===== config.mk =====
export PLATFORM = sky130hd
export DESIGN_NAME = asram_host
export DESIGN_NICKNAME = d
export VERILOG_FILES = /design/src/shared/asram_pkg.sv /design/src/core/asram_reset_sync.sv /design/src/core/asram_host.sv
export SDC_FILE = /design/constraint.sdc
export NUM_CORES = 1
export LEC_CHECK = 0
export ABC_AREA = 0
export ABC_CLOCK_PERIOD_IN_PS = 2000
export BUFFER_PORTS_ARGS = -buffer_cell sky130_fd_sc_hd__buf_2
export CORE_ASPECT_RATIO = 1.25
export CORE_MARGIN = 5
export CORE_UTILIZATION = 43
export DETAILED_ROUTE_END_ITERATION = 12
export GPL_TIMING_DRIVEN = 0
export PLACE_DENSITY = 0.74
export SLEW_MARGIN = 15
export SYNTH_ARGS = -nofsm -noshare
export SYNTH_HDL_FRONTEND = slang
export SYNTH_SLANG_ARGS = --single-unit

===== constraint.sdc =====
create_clock -name mclk_i -period 2 [get_ports mclk_i]
set_input_delay 0.2 -clock mclk_i [delete_from_list [all_inputs] [get_ports mclk_i]]
set_output_delay 0.2 -clock mclk_i [all_outputs]
set_load 0.02 [all_outputs]

===== src/shared/asram_pkg.sv =====
`default_nettype none
package asram_pkg;
  localparam int unsigned CLK_PERIOD_NS = 5;
  localparam int unsigned ADDR_W        = 21;
  localparam int unsigned DATA_W        = 16;
  localparam int unsigned BYTE_W        = 8;
  // device timing figures, in ns
  localparam int unsigned T_RC_NS  = 70;
  localparam int unsigned T_AA_NS  = 70;
  localparam int unsigned T_DOE_NS = 35;
  localparam int unsigned T_HZ_NS  = 25;
  localparam int unsigned T_WC_NS  = 70;
  localparam int unsigned T_AW_NS  = 60;
  localparam int unsigned T_SD_NS  = 30;
  localparam int unsigned T_HD_NS  = 0;
  localparam int unsigned T_HA_NS  = 0;
  localparam int unsigned T_SA_NS  = 0;
  localparam int unsigned T_BW_NS  = 60;
  // least times round up to whole cycles
  localparam int unsigned RD_CYC   = (T_AA_NS + CLK_PERIOD_NS - 1) / CLK_PERIOD_NS;
  localparam int unsigned WR_CYC   = (T_AW_NS + CLK_PERIOD_NS - 1) / CLK_PERIOD_NS;
  localparam int unsigned HZ_CYC   = (T_HZ_NS + CLK_PERIOD_NS - 1) / CLK_PERIOD_NS;
  localparam int unsigned CNT_W    = 5;
  localparam logic [CNT_W-1:0] RD_CNT = CNT_W'(RD_CYC);
  localparam logic [CNT_W-1:0] WR_CNT = CNT_W'(WR_CYC);
  localparam logic [CNT_W-1:0] HZ_CNT = CNT_W'(HZ_CYC);
  localparam logic [CNT_W-1:0] CNT_ONE = 5'h01;
  localparam logic [CNT_W-1:0] CNT_ZERO = 5'h00;
  typedef enum logic [2:0] {
    ASRAM_IDLE  = 3'b000,
    ASRAM_READ  = 3'b001,
    ASRAM_RDONE = 3'b011,
    ASRAM_WRITE = 3'b100,
    ASRAM_WEND  = 3'b110,
    ASRAM_TURN  = 3'b010
  } asram_state_e;
endpackage
`default_nettype wire


===== src/core/asram_reset_sync.sv =====
`timescale 1ns/1ps
`default_nettype none
module asram_reset_sync (
  input  wire logic clk_i,
  input  wire logic reset_n_i,
  output logic      reset_n_o
);
  logic meta_r;
  always_ff @(posedge clk_i or negedge reset_n_i) begin
    if (!reset_n_i) begin
      meta_r    <= 1'b0;
      reset_n_o <= 1'b0;
    end else begin
      meta_r    <= 1'b1;
      reset_n_o <= meta_r;
    end
  end
endmodule // asram_reset_sync
`default_nettype wire


===== src/core/asram_host.sv =====
// How it works
// [RQ1] write happens only while write enable, both selects and a lane overlap
// [RQ2] device ends write when any qualifier drops; we drop all together
// [RQ3] write data stands 30 ns before write end, held past it
// [RQ4] address stands 60 ns before write end and through the ending edge
// [RQ5] qualifiers rise no earlier than the address is valid
// [RQ6] lanes and chip selects stay asserted 60 ns before write end
// [RQ7] read data valid 70 ns after address stable; sampled after that
// [RQ8] old data held 10 ns after address change; not relied on
// [RQ9] read data valid 35 ns after output enable asserts
// [RQ10] lane data valid 70 ns after lane enable asserts
// [RQ11] both lanes high means deselected
// [RQ12] deselected device floats data pins and stands by
// [RQ13] data pins float during write while output enable is high
// [RQ14] host never drives data while output enable is low
// [RQ15] dropping both selects with write enable high leaves pins floating
// [RQ16] device turn-off is faster than turn-on, so no contention
// [RQ17] low lane writes bits 7..0, high lane bits 15..8
// [RQ18] read needs selects, output enable low, write enable high
// [RQ19] array is 2M words of 16 bits, 21-bit word address
`timescale 1ns/1ps
`default_nettype none
module asram_host
  import asram_pkg::*;
(
  input  wire logic              mclk_i,
  input  wire logic              reset_n_i,
  input  wire logic              req_valid_i,
  input  wire logic              req_write_i,
  input  wire logic [ADDR_W-1:0] req_addr_i,
  input  wire logic [DATA_W-1:0] req_wdata_i,
  input  wire logic [1:0]        req_lane_i,
  output logic                   req_ready_o,
  output logic                   rsp_valid_o,
  output logic [DATA_W-1:0]      rsp_rdata_o,
  output logic [ADDR_W-1:0]      word_address_pins_o,
  output logic                   chip_select_low_active_n_o,
  output logic                   chip_select_high_active_o,
  output logic                   write_enable_n_o,
  output logic                   output_enable_n_o,
  output logic                   upper_byte_lane_n_o,
  output logic                   lower_byte_lane_n_o,
  output logic [DATA_W-1:0]      data_pins_o,
  output logic                   data_pins_oe_n_o,
  input  wire logic [DATA_W-1:0] data_pins_i
);
  logic             rst_n;
  asram_state_e     state_r;
  logic [CNT_W-1:0] cnt_r;
  logic [1:0]       lane_r;
  logic             take;

  asram_reset_sync u_rst (
    .clk_i     (mclk_i),
    .reset_n_i (reset_n_i),
    .reset_n_o (rst_n)
  );

  // an all-zero lane mask would deselect the device, so it is refused
  assign take = req_valid_i && req_ready_o && (req_lane_i != 2'b00); // see [RQ11]

  always_ff @(posedge mclk_i or negedge rst_n) begin
    if (!rst_n) begin
      state_r <= ASRAM_IDLE;
      cnt_r   <= CNT_ZERO;
    end else begin
      case (state_r)
        ASRAM_IDLE: begin
          if (take) begin
            state_r <= req_write_i ? ASRAM_WRITE : ASRAM_READ;
            cnt_r   <= req_write_i ? WR_CNT : RD_CNT;
          end
        end
        ASRAM_READ: begin
          cnt_r <= cnt_r - CNT_ONE;
          if (cnt_r == CNT_ONE) begin
            state_r <= ASRAM_RDONE; // see [RQ7] [RQ9] [RQ10]
          end
        end
        ASRAM_RDONE: begin
          state_r <= ASRAM_TURN;
          cnt_r   <= HZ_CNT;
        end
        ASRAM_WRITE: begin
          cnt_r <= cnt_r - CNT_ONE;
          if (cnt_r == CNT_ONE) begin
            state_r <= ASRAM_WEND; // see [RQ4] [RQ6]
          end
        end
        ASRAM_WEND: begin
          state_r <= ASRAM_TURN;
          cnt_r   <= HZ_CNT;
        end
        ASRAM_TURN: begin
          // let a read driver float before the next cycle
          cnt_r <= cnt_r - CNT_ONE;
          if (cnt_r == CNT_ONE) begin
            state_r <= ASRAM_IDLE; // see [RQ16]
          end
        end
        default: begin
          state_r <= ASRAM_IDLE;
          cnt_r   <= CNT_ZERO;
        end
      endcase
    end
  end

  // address and lanes latched on take, held through the end edge
  always_ff @(posedge mclk_i or negedge rst_n) begin
    if (!rst_n) begin
      word_address_pins_o <= '0;
      lane_r              <= 2'b00;
      data_pins_o         <= '0;
    end else if (take) begin
      word_address_pins_o <= req_addr_i; // see [RQ4] [RQ19]
      lane_r              <= req_lane_i;
      data_pins_o         <= req_wdata_i; // see [RQ3] [RQ17]
    end
  end

  // qualifiers go active one cycle after the address, all drop together
  always_ff @(posedge mclk_i or negedge rst_n) begin
    if (!rst_n) begin
      chip_select_low_active_n_o <= 1'b1;
      chip_select_high_active_o  <= 1'b0;
      write_enable_n_o           <= 1'b1;
      output_enable_n_o          <= 1'b1;
      upper_byte_lane_n_o        <= 1'b1;
      lower_byte_lane_n_o        <= 1'b1;
      data_pins_oe_n_o           <= 1'b1;
    end else begin
      chip_select_low_active_n_o <= 1'b1;
      chip_select_high_active_o  <= 1'b0;
      write_enable_n_o           <= 1'b1; // see [RQ15]
      output_enable_n_o          <= 1'b1;
      upper_byte_lane_n_o        <= 1'b1;
      lower_byte_lane_n_o        <= 1'b1;
      data_pins_oe_n_o           <= 1'b1;
      // held through the last count, so the sample edge is a full 70 ns after the lanes
      if (state_r == ASRAM_READ) begin
        chip_select_low_active_n_o <= 1'b0; // see [RQ18]
        chip_select_high_active_o  <= 1'b1;
        output_enable_n_o          <= 1'b0;
        upper_byte_lane_n_o        <= ~lane_r[1];
        lower_byte_lane_n_o        <= ~lane_r[0];
      end
      if (state_r == ASRAM_WRITE) begin
        // output enable stays high so the device never drives here
        chip_select_low_active_n_o <= 1'b0; // see [RQ1] [RQ5] [RQ6]
        chip_select_high_active_o  <= 1'b1;
        write_enable_n_o           <= 1'b0;
        upper_byte_lane_n_o        <= ~lane_r[1];
        lower_byte_lane_n_o        <= ~lane_r[0];
        data_pins_oe_n_o           <= 1'b0; // see [RQ13] [RQ14]
      end
      // data still driven for one cycle past the write end
      if (state_r == ASRAM_WEND) begin
        data_pins_oe_n_o <= 1'b0; // see [RQ2] [RQ3]
      end
    end
  end

  // read data sampled at the last cycle of the held access
  always_ff @(posedge mclk_i or negedge rst_n) begin
    if (!rst_n) begin
      rsp_valid_o <= 1'b0;
      rsp_rdata_o <= '0;
      req_ready_o <= 1'b0;
    end else begin
      rsp_valid_o <= (state_r == ASRAM_RDONE);
      if (state_r == ASRAM_RDONE) begin
        rsp_rdata_o <= data_pins_i; // see [RQ7] [RQ18]
      end
      req_ready_o <= (state_r == ASRAM_IDLE) && !take
                  || (state_r == ASRAM_TURN) && (cnt_r == CNT_ONE);
    end
  end

  logic wr_win;
  assign wr_win = !write_enable_n_o && !chip_select_low_active_n_o
               && chip_select_high_active_o
               && !(upper_byte_lane_n_o && lower_byte_lane_n_o);
endmodule // asram_host
`default_nettype wire


==> flow_summary.ini <==
[synth]
syn_inst = 282
synth_top_area_share_pct = 56.78
ys_types = 37
postSynthAreaPerCell_um2 = 10.63
synth_edf_count = 0
ys_ff_latch = 74
synth_area_leaders = dfrtp_1, nand2_1, dfstp_2
synth_top_cell_by_area = dfrtp_1
synth-main-ff-cell = dfrtp_1
async_flop_share_pct = 100.0
synth_fp_nets = 345
synth_seq_area_share_pct = 62.05
yosys_warnings = 0
netlist_area_um2 = 2997

[timing]
final_hold_viol_count = 0
fin_crit_sh_pct = 84.47
min_period_ns = 1.689
fmax_mhz = 591.9
finalMaxSlewViolations = 0
worst_pin_slew_ns = 0.7813
fin_setup_tns_ns = 0
relSlewSlack_pct = 47.69
skew_ns = 0.007976
setup_violations = 0
grt_setup_unrepaired = false

[clock_network]
htree_levels = 3
cts_resized = 0
cts_tree = yes
cts_hold_buffers = 1
cts_sinks = 74
cts-root-buf = clkbuf_8
clkLatencyLatePin_ns = 0.34
cts_setup_buffers = 0
clk_pin_slew_worst_paths_ns = 0.08
cts_buffer_depth = 2
cts_made_buffers = 9

[hold_path]
min_path_cells = 3
min-delay-path-class = primary input to flop

[floorplan]
core_area_um2 = 6892
fp.dieH_um = 103.3
die_w_um = 84.67
io_pins = 121
initial_core_util_pct = 43.48
rows = 34
die-area_um2 = 8749

[routing]
drtIter0Drc = 93
drt.antenna.violating_nets = 0
routed_wl_mm = 6.731
avgRoutedWirePerCell_um = 13.20
drc = 0
vias = 2403
via_per_inst = 4.712
first_pass_iters = 5

[finish]
diodes = 0
drive_gt1_share_pct = 40.48
nets = 478
area_growth_pct = 31.98

[placed_design]
dp_hpwl_mm = 4.917
place.gp.congestion = 0.8262
numPortBuffers = 120

[grt]
grt_max_degree = 51
grt_pass1_vias = 2362
grt_overflow = 0
grt_usage_pct = 15.83
grt_pass1_wl_mm = 11.13
grt_antenna_before_repair = 0

[power]
power_uw = 6532
leakage_uw = 0.002150
ir_drop_mv = 0.8063
p_per_area_nw_per_um2 = 1652

[setup_path]
worstPathMaxFanout = 10
r2r_cells = 5
critical_path_class = flop to flop
cp-start-kind = flop
cp.arrival_ns = 1.91
worstPathRequired_ns = 2.22
cp-end-kind = flop

[run]
cap_violations = 0

[status]
status = complete, no violations
## layout make-up
cell class,instances,area [um^2]
Clock buffer,10,137.6
Sequential cell,74,1863
Inverter,7,31.28
Fill cell,645,2937
Timing Repair Buffer,122,638.1
Tap cell,90,112.6
Buffer,15,91.34
Multi-Input combinational cell,186,1015
Clock inverter,6,66.31
## cell usage after synthesis, types with 2 or more instances
master,count
buf_2,3
mux2_2,9
nor3_1,4
a21oi_1,3
inv_1,6
o32ai_1,2
xor2_1,3
dfrtp_1,68
clkbuf_1,8
o21ai_0,7
ha_1,4
nor2_1,6
nand2_1,121
buf_6,2
dfstp_2,6
mux2_4,9
## registers in the layout, summed over array words and instances, names as in the netlist, 2 cells and up
name                 cells
cnt_r                    5
data_pins_o             16
lane_r                   2
rsp_rdata_o             16
state_r                  3
word_address_pins_o     21
## critical path: stages, from the launching register on
cell and delay, ns:
dfrtp_1 0.44, clkbuf_1 0.35, o21ai_0 0.12, o21ai_0 0.22, o32ai_1 0.15, a211o_1 0.30
## cells in the final DEF, fill, tap and decap left out, drive strengths merged, types with 3 or more instances in the layout
master / Yosys / layout
o21ai: 7 / 7
a21oi: 3 / 3
clkbuf: 8 / 18
dfrtp: 68 / 68
dfstp: 6 / 6
clkinvlp: 0 / 3
buf: 7 / 128
xor2: 3 / 3
inv: 7 / 7
nand2: 121 / 121
nor3: 4 / 4
ha: 4 / 4
mux2: 18 / 18
nor2: 6 / 6
## logic make-up (layout without fill, tap and decap cells)
kind of cell / after synthesis / count (layout) / share of synthesized area [%]
xor gates and xnor gates: 3 / 3 / 0.8770
DFF: 74 / 74 / 62.05
buffers and inverters: 22 / 160 / 4.092
other: 1 / 1 / 0.1251
muxes: 18 / 18 / 7.892
AOI/OAI and AO/OA: 21 / 21 / 4.719
and+or+nand+nor: 138 / 138 / 18.25
adders and majority gates: 5 / 5 / 2.004
## per-layer routing
layer  vias to the layer above  global-route usage, %  share of wire, %
li1                       1170                      -                 -
met5                         -                      0                 0
met4                         0                  5.847              0.95
met2                        98                  25.44                48
met1                      1128                  20.64                43
met3                         7                  4.517               7.5
## per-stage QoR
| step | hold WS (ns) | cells | worst slack, ns | instance area (um^2) | utilization, % |
|---|---|---|---|---|---|
| detailed placement | -0.01243 | 493 | 0.2285 | 3741 | 54.28 |
| finish | 0.04697 | 510 | 0.3106 | 3955 | 57.39 |
| global placement | -0.01468 | 492 | 0.2517 | 3711 | 53.85 |
| floorplan | -0.09559 | 282 | 0.4715 | 2998 | - |
| CTS | 0.03002 | 510 | 0.3312 | 3955 | 57.39 |
| global route | 0.03394 | 510 | 0.1371 | 3955 | 57.39 |
## path summary, 6_finish.rpt
kind / end / slack [ns] / from
min: word_address_pins_o[12] / 0.05 / req_addr_i[12]
min in group asynchronous: u_rst.meta_r / 0.20 / reset_n_i
max: cnt_r[3] / 0.31 / state_r[2]
max in group asynchronous: upper_byte_lane_n_o / 1.17 / u_rst.reset_n_o
min reg2reg: word_address_pins_o[1] / 0.23 / u_rst.reset_n_o
max reg2reg: cnt_r[3] / 0.31 / state_r[2]
## power breakdown
| group | internal, uW | switching (uW) | total, uW |
|---|---|---|---|
| Clock | 609 | 548 | 1160 |
| Sequential | 2190 | 365 | 2560 |
| Combinational | 1080 | 1740 | 2820 |
| Total | 3880 | 2650 | 6530 |
Note: power is estimated with default switching activity, not from simulation.
